## src/hdl/crg_cfg.svh

```systemverilog
`ifndef CRG_CFG_SVH
`define CRG_CFG_SVH

// ----------------------------------------------------------------
// register map
// ----------------------------------------------------------------
`define CRG_ADDR_CTRL 32'h00000000
`define CRG_ADDR_STAT 32'h00000004
`define CRG_CTRL_RESET 16'h0222
`define CRG_CTRL_W 16
`define CRG_SYS_LSB 8
`define CRG_PER_LSB 4
`define CRG_BUS_LSB 0
`define CRG_CODE_W 3
`define CRG_PROHIB_BIT 2
`define CRG_SYS_LANE 1
`define CRG_LOW_LANE 0
`define CRG_STAT_PEND_BIT 15
`define CRG_RESET_ACT 2'h2

// ----------------------------------------------------------------
// bus answers
// ----------------------------------------------------------------
`define CRG_RESP_OKAY 2'h0
`define CRG_RESP_SLVERR 2'h2

// ----------------------------------------------------------------
// divider and phase alignment
// ----------------------------------------------------------------
`define CRG_CNT_W 3
`define CRG_PHASE_W 2
`define CRG_PHASE_ZERO 2'h0
`define CRG_ALIGN_PHASE 2'h2
`define CRG_CNT_ONE 3'h1
`define CRG_CNT_ZERO 3'h0

`endif

```

## src/hdl/crg_pkg.sv

```systemverilog
package crg_pkg;
  // divide codes of the active clocks: larger code, slower clock
  typedef enum logic [1:0] {
    CRG_X4 = 2'b00,
    CRG_X2 = 2'b01,
    CRG_X1 = 2'b10,
    CRG_XHALF = 2'b11
  } crg_ratio_type;

  typedef enum logic [0:0] {
    CRG_W_IDLE = 1'b0,
    CRG_W_RESP = 1'b1
  } crg_wstate_type;

  typedef logic [2:0] crg_code_type;
endpackage

```

## src/hdl/crg_reg_if.sv

```systemverilog
`timescale 1ns/1ps
`default_nettype none
interface crg_reg_if;
  logic wr_fire;
  logic [31:0] wr_addr;
  logic [31:0] wr_data;
  logic [3:0] wr_strb;
  logic wr_err;
  logic [31:0] rd_addr;
  logic [31:0] rd_data;
  logic rd_err;
  modport slave (output wr_fire, wr_addr, wr_data, wr_strb, rd_addr, input wr_err, rd_data, rd_err);
  modport regs (input wr_fire, wr_addr, wr_data, wr_strb, rd_addr, output wr_err, rd_data, rd_err);
endinterface
`default_nettype wire

```

## src/hdl/crg_top.sv

```systemverilog
// Contract
// RULE1: bus ratio codes 000..011 give x4, x2, x1, x1/2; codes 1xx are refused.
// RULE2: a bus ratio faster than the system clock runs at the system rate.
// RULE3: the core clock is fixed at four times the oscillator clock.
// RULE4: core phase boundaries track rising edges of the oscillator input.
// RULE5: dividers give half, quarter, eighth rates; each follows its changed field.
// RULE6: after a write, wait for bus cycle end, then switch within one input period.
// RULE7: system clock never slower than peripheral or bus clock; system setting wins.
// RULE8: all peripherals except the two transfer engines run on the peripheral clock.
// RULE9: software keeps every clock inside its guaranteed frequency range.
// RULE10: an external clock on the oscillator output pin stays high in standby. This block has no oscillator output pin and no standby input.
// RULE11: system ratio codes 000..011 give x4..x1/2 for cpu and engines; 1xx refused.
// RULE12: peripheral ratio codes 000..011 give x4..x1/2; codes 1xx are refused.
// RULE13: switching waits for clock boundaries so no shortened pulse is emitted.
//
// The implementer's own choices: the placing of the registers and the AXI4-Lite slave port.
`timescale 1ns/1ps
`default_nettype none
`include "crg_cfg.svh"
module crg_top (
  input wire logic clk, // multiplied core clock, 40 MHz
  input wire logic reset, // sync reset, active high
  input wire logic osc_input_pin, // oscillator input pin level
  input wire logic bus_cycle_busy, // a bus cycle is in progress
  input wire logic [31:0] s_axi_awaddr, // write address
  input wire logic s_axi_awvalid, // write address valid
  output logic s_axi_awready, // write address ready
  input wire logic [31:0] s_axi_wdata, // write data
  input wire logic [3:0] s_axi_wstrb, // byte strobes
  input wire logic s_axi_wvalid, // write data valid
  output logic s_axi_wready, // write data ready
  output logic [1:0] s_axi_bresp, // write response
  output logic s_axi_bvalid, // write response valid
  input wire logic s_axi_bready, // write response ready
  input wire logic [31:0] s_axi_araddr, // read address
  input wire logic s_axi_arvalid, // read address valid
  output logic s_axi_arready, // read address ready
  output logic [31:0] s_axi_rdata, // read data
  output logic [1:0] s_axi_rresp, // read response
  output logic s_axi_rvalid, // read data valid
  input wire logic s_axi_rready, // read data ready
  output logic sys_clk_en, // system clock tick: cpu and both transfer engines
  output logic periph_clk_en, // peripheral module clock tick
  output logic bus_clk_en // external bus clock tick
);
  // ----------------------------------------------------------------
  // helpers
  // ----------------------------------------------------------------
  // phase bits that must be zero for a tick at each divide code
  function automatic logic [2:0] ratio_mask(input crg_pkg::crg_ratio_type r);
    logic [2:0] m;
    m = 3'h0;
    case (r)
      crg_pkg::CRG_X4: m = 3'h0;
      crg_pkg::CRG_X2: m = 3'h1;
      crg_pkg::CRG_X1: m = 3'h3;
      default: m = 3'h7;
    endcase
    return m;
  endfunction

  // a field takes a new code only when its lane is written and the code is allowed
  function automatic crg_pkg::crg_code_type field_upd(input crg_pkg::crg_code_type old_v,
      input crg_pkg::crg_code_type new_v, input logic lane);
    return (lane && !new_v[`CRG_PROHIB_BIT]) ? new_v : old_v;
  endfunction

  // the system setting caps the others: never faster than the system clock
  function automatic crg_pkg::crg_ratio_type cap(input crg_pkg::crg_ratio_type own,
      input crg_pkg::crg_ratio_type sys);
    return (own < sys) ? sys : own;
  endfunction

  // ----------------------------------------------------------------
  // bus slave and phase source
  // ----------------------------------------------------------------
  crg_reg_if rif ();

  crg_axil_slave u_slave (
    .clk(clk),
    .reset(reset),
    .s_axi_awaddr(s_axi_awaddr),
    .s_axi_awvalid(s_axi_awvalid),
    .s_axi_awready(s_axi_awready),
    .s_axi_wdata(s_axi_wdata),
    .s_axi_wstrb(s_axi_wstrb),
    .s_axi_wvalid(s_axi_wvalid),
    .s_axi_wready(s_axi_wready),
    .s_axi_bresp(s_axi_bresp),
    .s_axi_bvalid(s_axi_bvalid),
    .s_axi_bready(s_axi_bready),
    .s_axi_araddr(s_axi_araddr),
    .s_axi_arvalid(s_axi_arvalid),
    .s_axi_arready(s_axi_arready),
    .s_axi_rdata(s_axi_rdata),
    .s_axi_rresp(s_axi_rresp),
    .s_axi_rvalid(s_axi_rvalid),
    .s_axi_rready(s_axi_rready),
    .rif(rif.slave)
  );

  logic [2:0] cnt, cnt_next;

  crg_phase_align u_phase (
    .clk(clk),
    .reset(reset),
    .osc_input_pin(osc_input_pin),
    .cnt(cnt),
    .cnt_next(cnt_next)
  );

  // ----------------------------------------------------------------
  // control register
  // ----------------------------------------------------------------
  crg_pkg::crg_code_type sys_sel_reg, per_sel_reg, bus_sel_reg;
  crg_pkg::crg_code_type sys_sel_next, per_sel_next, bus_sel_next;
  logic pending_reg, pending_next;

  wire wr_ctrl = rif.wr_fire && (rif.wr_addr == `CRG_ADDR_CTRL);
  wire wr_stat = rif.wr_fire && (rif.wr_addr == `CRG_ADDR_STAT);
  wire lane_sys = wr_ctrl && rif.wr_strb[`CRG_SYS_LANE];
  wire lane_low = wr_ctrl && rif.wr_strb[`CRG_LOW_LANE];
  wire [2:0] wr_sys = rif.wr_data[`CRG_SYS_LSB +: `CRG_CODE_W];
  wire [2:0] wr_per = rif.wr_data[`CRG_PER_LSB +: `CRG_CODE_W];
  wire [2:0] wr_bus = rif.wr_data[`CRG_BUS_LSB +: `CRG_CODE_W];

  assign sys_sel_next = field_upd(sys_sel_reg, wr_sys, lane_sys); // RULE11
  assign per_sel_next = field_upd(per_sel_reg, wr_per, lane_low); // RULE12
  assign bus_sel_next = field_upd(bus_sel_reg, wr_bus, lane_low); // RULE1
  assign rif.wr_err = !wr_ctrl && !wr_stat;

  // the new ratios wait for the bus cycle to end and then for an input-clock boundary;
  // a write in the same cycle as the switch keeps the request alive
  wire phase_edge = (cnt[1:0] == `CRG_PHASE_ZERO);
  wire apply = pending_reg && !bus_cycle_busy && phase_edge; // RULE6
  assign pending_next = wr_ctrl || (pending_reg && !apply); // RULE6

  always_ff @(posedge clk) begin
    if (reset) begin
      sys_sel_reg <= crg_pkg::crg_code_type'(`CRG_CTRL_RESET >> `CRG_SYS_LSB);
      per_sel_reg <= crg_pkg::crg_code_type'(`CRG_CTRL_RESET >> `CRG_PER_LSB);
      bus_sel_reg <= crg_pkg::crg_code_type'(`CRG_CTRL_RESET >> `CRG_BUS_LSB);
      pending_reg <= 1'b0;
    end else begin
      sys_sel_reg <= sys_sel_next;
      per_sel_reg <= per_sel_next;
      bus_sel_reg <= bus_sel_next;
      pending_reg <= pending_next;
    end
  end

  // ----------------------------------------------------------------
  // active ratios
  // ----------------------------------------------------------------
  crg_pkg::crg_ratio_type act_reg [3];
  crg_pkg::crg_ratio_type req_act [3];
  logic [2:0] tick_reg;

  assign req_act[0] = crg_pkg::crg_ratio_type'(sys_sel_reg[1:0]);
  assign req_act[1] = cap(crg_pkg::crg_ratio_type'(per_sel_reg[1:0]), req_act[0]); // RULE7
  assign req_act[2] = cap(crg_pkg::crg_ratio_type'(bus_sel_reg[1:0]), req_act[0]); // RULE2

  // one tick generator per clock; a tick lands where the shared phase count is a multiple
  // of the period, so a ratio change at a common boundary never shortens a period
  genvar gi;
  generate
    for (gi = 0; gi < 3; gi++) begin : g_div
      crg_pkg::crg_ratio_type act_next;
      assign act_next = apply ? req_act[gi] : act_reg[gi]; // RULE5 RULE13
      always_ff @(posedge clk) begin
        if (reset) begin
          act_reg[gi] <= crg_pkg::crg_ratio_type'(`CRG_RESET_ACT);
          tick_reg[gi] <= 1'b0;
        end else begin
          act_reg[gi] <= act_next;
          tick_reg[gi] <= (cnt_next & ratio_mask(act_next)) == `CRG_CNT_ZERO; // RULE5
        end
      end
    end
  endgenerate

  assign sys_clk_en = tick_reg[0];
  assign periph_clk_en = tick_reg[1]; // RULE8
  assign bus_clk_en = tick_reg[2];

  // ----------------------------------------------------------------
  // read decode
  // ----------------------------------------------------------------
  wire rd_ctrl = (rif.rd_addr == `CRG_ADDR_CTRL);
  wire rd_stat = (rif.rd_addr == `CRG_ADDR_STAT);
  wire [31:0] ctrl_word = {16'h0000, 5'h00, sys_sel_reg, 1'b0, per_sel_reg, 1'b0, bus_sel_reg};
  wire [31:0] stat_word = {16'h0000, pending_reg, 5'h00, act_reg[0], 2'h0,
    act_reg[1], 2'h0, act_reg[2]};

  assign rif.rd_data = rd_ctrl ? ctrl_word : (rd_stat ? stat_word : 32'h00000000);
  assign rif.rd_err = !rd_ctrl && !rd_stat;
endmodule
`default_nettype wire

```

## src/hdl/crg_axil_slave.sv

```systemverilog
`timescale 1ns/1ps
`default_nettype none
`include "crg_cfg.svh"
module crg_axil_slave (
  input wire logic clk, // core clock
  input wire logic reset, // sync reset, active high
  input wire logic [31:0] s_axi_awaddr, // write address
  input wire logic s_axi_awvalid, // write address valid
  output logic s_axi_awready, // write address ready
  input wire logic [31:0] s_axi_wdata, // write data
  input wire logic [3:0] s_axi_wstrb, // byte strobes
  input wire logic s_axi_wvalid, // write data valid
  output logic s_axi_wready, // write data ready
  output logic [1:0] s_axi_bresp, // write response
  output logic s_axi_bvalid, // write response valid
  input wire logic s_axi_bready, // write response ready
  input wire logic [31:0] s_axi_araddr, // read address
  input wire logic s_axi_arvalid, // read address valid
  output logic s_axi_arready, // read address ready
  output logic [31:0] s_axi_rdata, // read data
  output logic [1:0] s_axi_rresp, // read response
  output logic s_axi_rvalid, // read data valid
  input wire logic s_axi_rready, // read data ready
  crg_reg_if.slave rif // register side
);
  // ----------------------------------------------------------------
  // write channel
  // ----------------------------------------------------------------
  crg_pkg::crg_wstate_type wst_reg, wst_next;
  logic aw_got_reg, w_got_reg;
  logic [31:0] awaddr_reg, wdata_reg;
  logic [3:0] wstrb_reg;
  wire aw_hs = s_axi_awvalid && s_axi_awready;
  wire w_hs = s_axi_wvalid && s_axi_wready;
  wire both_got = aw_got_reg && w_got_reg;
  wire b_hs = s_axi_bvalid && s_axi_bready;

  assign rif.wr_fire = (wst_reg == crg_pkg::CRG_W_IDLE) && both_got;
  assign rif.wr_addr = awaddr_reg;
  assign rif.wr_data = wdata_reg;
  assign rif.wr_strb = wstrb_reg;
  assign s_axi_awready = !aw_got_reg && (wst_reg == crg_pkg::CRG_W_IDLE);
  assign s_axi_wready = !w_got_reg && (wst_reg == crg_pkg::CRG_W_IDLE);
  assign s_axi_bvalid = (wst_reg == crg_pkg::CRG_W_RESP);

  always_comb begin
    wst_next = wst_reg;
    case (wst_reg)
      crg_pkg::CRG_W_IDLE: begin
        if (both_got) begin
          wst_next = crg_pkg::CRG_W_RESP;
        end
      end
      crg_pkg::CRG_W_RESP: begin
        if (b_hs) begin
          wst_next = crg_pkg::CRG_W_IDLE;
        end
      end
      default: wst_next = crg_pkg::CRG_W_IDLE;
    endcase
  end

  always_ff @(posedge clk) begin
    if (reset) begin
      wst_reg <= crg_pkg::CRG_W_IDLE;
      aw_got_reg <= 1'b0;
      w_got_reg <= 1'b0;
      awaddr_reg <= 32'h00000000;
      wdata_reg <= 32'h00000000;
      wstrb_reg <= 4'h0;
      s_axi_bresp <= `CRG_RESP_OKAY;
    end else begin
      wst_reg <= wst_next;
      if (aw_hs) begin
        aw_got_reg <= 1'b1;
        awaddr_reg <= s_axi_awaddr;
      end else if (rif.wr_fire) begin
        aw_got_reg <= 1'b0;
      end
      if (w_hs) begin
        w_got_reg <= 1'b1;
        wdata_reg <= s_axi_wdata;
        wstrb_reg <= s_axi_wstrb;
      end else if (rif.wr_fire) begin
        w_got_reg <= 1'b0;
      end
      if (rif.wr_fire) begin
        s_axi_bresp <= rif.wr_err ? `CRG_RESP_SLVERR : `CRG_RESP_OKAY;
      end
    end
  end

  // ----------------------------------------------------------------
  // read channel
  // ----------------------------------------------------------------
  assign rif.rd_addr = s_axi_araddr;
  assign s_axi_arready = !s_axi_rvalid;
  wire ar_hs = s_axi_arvalid && s_axi_arready;

  always_ff @(posedge clk) begin
    if (reset) begin
      s_axi_rvalid <= 1'b0;
      s_axi_rdata <= 32'h00000000;
      s_axi_rresp <= `CRG_RESP_OKAY;
    end else if (ar_hs) begin
      s_axi_rvalid <= 1'b1;
      s_axi_rdata <= rif.rd_data;
      s_axi_rresp <= rif.rd_err ? `CRG_RESP_SLVERR : `CRG_RESP_OKAY;
    end else if (s_axi_rready) begin
      s_axi_rvalid <= 1'b0;
    end
  end
endmodule
`default_nettype wire

```

## src/hdl/crg_phase_align.sv

```systemverilog
`timescale 1ns/1ps
`default_nettype none
`include "crg_cfg.svh"
module crg_phase_align (
  input wire logic clk, // multiplied clock
  input wire logic reset, // sync reset, active high
  input wire logic osc_input_pin, // oscillator input level
  output logic [2:0] cnt, // divider phase count
  output logic [2:0] cnt_next // next divider phase count
);
  // ----------------------------------------------------------------
  // synchroniser and edge detect
  // ----------------------------------------------------------------
  logic sync1_reg, sync2_reg, sync3_reg;
  logic [2:0] cnt_reg;
  wire osc_rise = sync2_reg && !sync3_reg;
  wire [2:0] cnt_inc = cnt_reg + `CRG_CNT_ONE;

  // the low bits wrap every four core cycles: the core runs at four times the input clock
  // a pin rise forces the phase so boundaries track the input edge, less sync latency
  assign cnt_next = osc_rise ? {cnt_inc[2], `CRG_ALIGN_PHASE} : cnt_inc; // RULE3 RULE4
  assign cnt = cnt_reg;

  always_ff @(posedge clk) begin
    if (reset) begin
      sync1_reg <= 1'b0;
      sync2_reg <= 1'b0;
      sync3_reg <= 1'b0;
      cnt_reg <= `CRG_CNT_ZERO;
    end else begin
      sync1_reg <= osc_input_pin;
      sync2_reg <= sync1_reg;
      sync3_reg <= sync2_reg;
      cnt_reg <= cnt_next;
    end
  end
endmodule
`default_nettype wire

```

## config.mk

```make
export PLATFORM = sky130hd
export DESIGN_NAME = crg_top
export DESIGN_NICKNAME = d
export VERILOG_FILES = /design/src/hdl/crg_pkg.sv /design/src/hdl/crg_reg_if.sv /design/src/hdl/crg_top.sv /design/src/hdl/crg_axil_slave.sv /design/src/hdl/crg_phase_align.sv
export VERILOG_INCLUDE_DIRS = /design/src /design/src/hdl
export SDC_FILE = /design/constraint.sdc
export NUM_CORES = 1
export LEC_CHECK = 0
export ABC_AREA = 1
export ABC_CLOCK_PERIOD_IN_PS = 1820
export BUFFER_PORTS_ARGS = -buffer_cell sky130_fd_sc_hd__buf_2
export CORE_UTILIZATION = 55
export DETAILED_ROUTE_END_ITERATION = 8
export GPL_TIMING_DRIVEN = 0
export PLACE_DENSITY = 0.82
export SYNTH_ARGS = -nofsm -noshare
export SYNTH_HDL_FRONTEND = slang
export SYNTH_HIERARCHICAL = 1
export SYNTH_SLANG_ARGS = --single-unit
```

## constraint.sdc

```tcl
create_clock -name clk -period 1.82 [get_ports clk]
set_clock_uncertainty 0.15 [all_clocks]
set_input_delay 0.364 -clock clk [delete_from_list [all_inputs] [get_ports clk]]
set_output_delay 0.364 -clock clk [all_outputs]
set_load 0.05 [all_outputs]
```

* Word-level counts from Yosys, hierarchy flattened *
Memories as Yosys holds them, arrays and structs flattened.
Cells that the tools add are included.

word-level totals
  RAM bits = 6
  memories = 1
  bits of input ports = 109
  output and inout bits = 44
  logic and storage cells = 117
  register bits after elaboration = 104

memories
  name     depth  bits a word  rd ports  clocked after memory_dff  wr ports  RTL line        text
  act_reg  3      2            3         0                         3         crg_top.sv:155  crg_pkg::crg_ratio_type act_reg [3];

operators by class
  mux-type cells = 30
  bitwise operators = 7
  equal/unequal tests = 8
  order comparisons = 2
  add/sub/neg operators = 1
  reductions and logical operators = 47

operators with widths
  cell                                                  number
  equality test 32 x 3 -> 1 bit, second input constant  2
  zero test 32 bit                                      2
  two-way mux 16 bit                                    2
  case mux 3 bit (3 select lines)                       3
  two-way mux 2 bit                                     11
  logical AND 1 bit                                     21
  zero test 1 bit                                       13
  two-way mux 1 bit                                     10
  AND 3 bit                                             3
  zero test 3 bit                                       3
  two-way mux 3 bit                                     3
  zero test 2 bit                                       4
  equality test 2 x 1 -> 1 bit, second input constant   3
  equality test 2 bit, second input constant            3
  nonzero test 2 bit                                    3
  less-than comparator 2 bit                            2
  adder 3 x 1 -> 3 bit, second input constant           1
  OR 1 bit                                              3
  case mux 1 bit (2 select lines)                       1
  logical OR 1 bit                                      1
  NOT 1 bit                                             1

* Longest topological paths before layout *
  depth after elaboration = 9
  depth in mapped cells = 13
  depth with buffers taken out = 13

* Cells and area by module *
Netlist, hierarchy kept.

modules (own cells, without submodules)
  module           area each (um^2)  cells an instance  instances  seq. area each (um^2)
  crg_axil_slave   4717.0            654                1          2122.0
  crg_top          1263.7            208                1          380.4
  crg_phase_align  235.2             29                 1          120.1

* Worst setup path after synthesis *
No wires, ideal clock.

  path kind = reg2reg
  start point = register u_slave.wst_reg (netlist: u_slave/s_axi_bvalid)
  end point = register sys_sel_reg[2]
  required time = 1554 ps
  stages on the path, launching flop included = 12
  data arrival time = 1607 ps
  path buffers = 0
  setup time = 116 ps
  slack = -53 ps
  clock period less this slack = 1873 ps
  path through = dfxtp_1 inv_1 nand3_1 inv_1 inv_1 nor2_1 nand2_1 nor2_2 nand3_2 nor2_4 nand3_2 and3_1

between the ends
  longest elaborated chain between the ends = 5

RTL lines
  item                    RTL line              text
  start, declared         crg_axil_slave.sv:29  crg_pkg::crg_wstate_type wst_reg, wst_next;
  start signal, assigned  crg_axil_slave.sv:65  wst_reg <= crg_pkg::CRG_W_IDLE;
  start signal, assigned  crg_axil_slave.sv:73  wst_reg <= wst_next;
  NOT 1 bit               crg_axil_slave.sv:38  assign rif.wr_fire = (wst_reg == crg_pkg::CRG_W_IDLE) && both_got;
  logical AND 1 bit       crg_axil_slave.sv:38
  named net rif.wr_fire   crg_reg_if.sv:4       logic wr_fire;
  logical AND 1 bit       crg_top.sv:119        wire wr_ctrl = rif.wr_fire && (rif.wr_addr == `CRG_ADDR_CTRL);
  logical AND 1 bit       crg_top.sv:121        wire lane_sys = wr_ctrl && rif.wr_strb[`CRG_SYS_LANE];
  logical AND 1 bit       crg_top.sv:65         return (lane && !new_v[`CRG_PROHIB_BIT]) ? new_v : old_v;
  end signal, assigned    crg_top.sv:140        sys_sel_reg <= crg_pkg::crg_code_type'(`CRG_CTRL_RESET >> `CRG_SYS_LSB);
  end signal, assigned    crg_top.sv:145        sys_sel_reg <= sys_sel_next;
  end, declared           crg_top.sv:115        crg_pkg::crg_code_type sys_sel_reg, per_sel_reg, bus_sel_reg;

The timed path passes the listed nets, and every way through them passes these cells.
A chain may end at the register's enable or synchronous reset.

* Final worst setup path *
  start point = register u_slave.wst_reg (netlist: u_slave/s_axi_bvalid)
  end point = register sys_sel_reg[0]

Same word-level chain as after synthesis.

==> metrics.md <==
| Metric | Value |
|---|---|
| Switching share of power | `31.6%` |
| Overall global routing resource usage | `22.0%` |
| Count of antenna diodes in the layout | `0` |
| Total of hold buffers inserted after clock tree synthesis | `0` |
| Final critical delay including setup and external delays | `1.77 ns` |
| Height of the die | `98.8 um` |
| Buffer depth of the longest clock path | `2` |
| R2R cell count | `13` |
| Hold violation total from the final report | `0` |
| Critical path arrival | `1.92 ns` |
| Vias in the first global route | `4,091` |
| Power dissipated by switching net loads | `0.00161 W` |
| Synth-to-Final Area Change | `18.8%` |
| Endpoint class of the critical path | `register` |
| Final setup TNS | `0 ns` |
| Clk Latency, worst-skew pair | `0.36 ns` |
| Largest net degree at the start of global routing | `17` |
| Overall die width | `98.8 um` |
| Global-route wire length before repair | `17,500 um` |
| Post-Syn Instances | `736` |
| RePlAce Congestion | `0.806` |
| Run status | `complete, no violations` |
| Drt initial violations | `157` |
| Maximum capacitance violations | `0` |
| Sequential share of power | `50.9%` |
| Antenna Violating Nets Remaining | `0` |
| Met3 GRT Util | `3.33%` |
| CTS sink cnt | `106` |
| Relative contribution of the clock network to total power | `26.2%` |
| Met2 Track Usage GR | `39.1%` |
| CTS tree | `done` |
| Logic pwr share | `23.0%` |
| Peak VDD IR | `380 uV` |
| Power Internal | `0.00348 W` |
| Total DRC errors in the routed layout | `0` |
| Critical path launch point type | `register` |
| Final Total Pwr | `0.00510 W` |
| Number of vias per cell after detailed routing | `4.75` |
| Ratio of cells with drive above 1 in the final layout | `26.8%` |
| Util after Layout | `68.9%` |
| Number of antenna violations at the first check in global routing | `0` |
| Classification of the worst setup path | `register to register` |
| Core Box Area | `8890 um2` |
| TritonCTS Buffers | `9` |
| Yosys warns | `6` |
| I/O Pins | `153` |
| Min-delay worst type | `input port to register` |
| Critical Path Max Stage Delay | `0.38 ns` |
| Overflow after GRT | `0` |
| DPL Wire Length | `7950 um` |
| Mean instance size in the synthesized netlist | `7.01 um2` |
| Port-buffer cells | `91` |
| Power per unit of standard cell area | `832 nW/um2` |
| Total placed cells including tap cells | `957` |
| Max FO, Critical Path | `6` |
| Non-filler cells in the finished layout | `979` |
| Routed length per placed instance | `10.8 um` |
| Row cnt | `34` |
| Setup repair after global routing missed its margin | `true` |
| Highest-delay cell along the critical path | `sky130_fd_sc_hd__dfxtp_4` |
| Most utilized layer in the global route result | `met2` |
| Routed vias | `4,648` |
| Leakage Power | `3.19 nW` |
| Net count of the finished layout | `981` |
| Detailed-router iteration count before antenna repair | `5` |
| Reg clk slew, reported paths | `0.10 ns` |
| Period utilization | `97.5%` |
| Most repeated library cell on the critical path | `sky130_fd_sc_hd__nand2_1` |
| Cells traversed along the worst timing path | `inv_4 -> nand3_4 -> inv_2 -> inv_2 -> nor2_1 -> nand2_1 -> nor2_2 -> nand3_2 -> nor2_4 -> nand3_2 -> nand2_1 -> nand2_1 -> nor2_1` |
| Cell Area, Synth | `5160 um2` |
| Global routing met1 resource utilization | `27.4%` |
| Highest attainable clock frequency | `0.564 GHz` |
| Post-detailed-routing wire length | `10,600 um` |
| Floorplan die area | `9770 um2` |
| Level count of the clock H-tree | `3` |
| Clk Tree Root Cell | `sky130_fd_sc_hd__clkbuf_8` |
| Number of failing setup endpoints in the final timing report | `0` |
| Depth of the worst hold-timing path | `3` |
| Data required time at the worst endpoint | `1.97 ns` |
| Fin. max-slew vios | `0` |
| Initial Util | `58.0%` |
| Filler Cells Inserted | `762` |
per-stage QoR:
stage / setup slack (ns) / area [um2] / hold slack (ns)
final: 0.0460 / 6120 / 0.0564
after global routing: -0.0800 / 6120 / 0.0568
after CTS: 0.00358 / 6070 / 0.0449
after detailed placement: -0.0805 / 5830 / 0.246
after global placement: -0.0452 / 5830 / 0.240
after floorplan: 0.0867 / 5240 / 0.238
layer usage:
layer  vias to the layer above  wire, um
li1                       2476         -
met1                      2039      4910
met2                       124      5000
met3                         9       575
met4                         0        93
met5                         -         0
worst max-delay path: cells and delay by family, from the launching register on:
family	cells	cell delay, ns
AND/OR/NAND/NOR	10	1.00
flip-flops	1	0.38
buffers and inverters	3	0.17
final cells by class:
type	count	area [um2]	area share, %
Multi-Input combinational cell	483	2280	37.2
Sequential cell	106	2130	34.8
Timing Repair Buffer	99	536	8.74
Buffer	77	520	8.50
Inverter	91	344	5.62
Clock buffer	11	151	2.47
Tap cell	108	135	2.21
Clock inverter	4	26.3	0.429
repair_timing:
item / in CTS / in global routing
resized for setup: 9 / 13
setup endpoints to repair: 9 / 14
pin swaps: 4 / 8
buffers inserted: 5 / 3
final timing paths:
check | startpoint | endpoint | slack, ns
setup reg to reg | u_slave/s_axi_bvalid | sys_sel_reg[0] | 0.05
hold reg to reg | u_phase/sync1_reg | u_phase/sync2_reg | 0.26
setup / recovery | u_slave/s_axi_bvalid | sys_sel_reg[0] | 0.05
hold / removal | osc_input_pin | u_phase/sync1_reg | 0.06
layout by cell type, fill, tap and decap left out, types with 2 or more instances in the layout:
cell                       instances
sky130_fd_sc_hd__clkbuf_1          9
sky130_fd_sc_hd__and3_1            2
sky130_fd_sc_hd__clkbuf_8         12
sky130_fd_sc_hd__o21ai_1          31
sky130_fd_sc_hd__nand4_1           6
sky130_fd_sc_hd__inv_2             6
sky130_fd_sc_hd__dfxtp_4           2
sky130_fd_sc_hd__a21oi_2          21
sky130_fd_sc_hd__o21ai_0           8
sky130_fd_sc_hd__clkinv_2          2
sky130_fd_sc_hd__nand3_1          60
sky130_fd_sc_hd__nor2_1          161
sky130_fd_sc_hd__nor2_2            8
sky130_fd_sc_hd__dfxtp_1         103
sky130_fd_sc_hd__buf_6             7
sky130_fd_sc_hd__nor3_1            3
sky130_fd_sc_hd__buf_4            50
sky130_fd_sc_hd__nor2_4            2
sky130_fd_sc_hd__inv_1            84
sky130_fd_sc_hd__or2_1             3
sky130_fd_sc_hd__a21oi_1          30
sky130_fd_sc_hd__nand2_2           5
sky130_fd_sc_hd__nand3_4           3
sky130_fd_sc_hd__nor4_1            2
sky130_fd_sc_hd__ha_1              5
sky130_fd_sc_hd__nand3_2           2
sky130_fd_sc_hd__buf_2           107
sky130_fd_sc_hd__conb_1           24
sky130_fd_sc_hd__nand2_1         103
power groups by stage:
stage	combinational (W)	clock, W	sequential, W
after floorplan	0.000677	0	0.00285
after global placement	0.00112	0	0.00263
after detailed placement	0.00114	0	0.00264
after CTS	0.00116	0.00135	0.00259
after global routing	0.00129	0.00144	0.00262
final	0.00117	0.00133	0.00259
No activity file was read; power rests on OpenSTA's default activity.
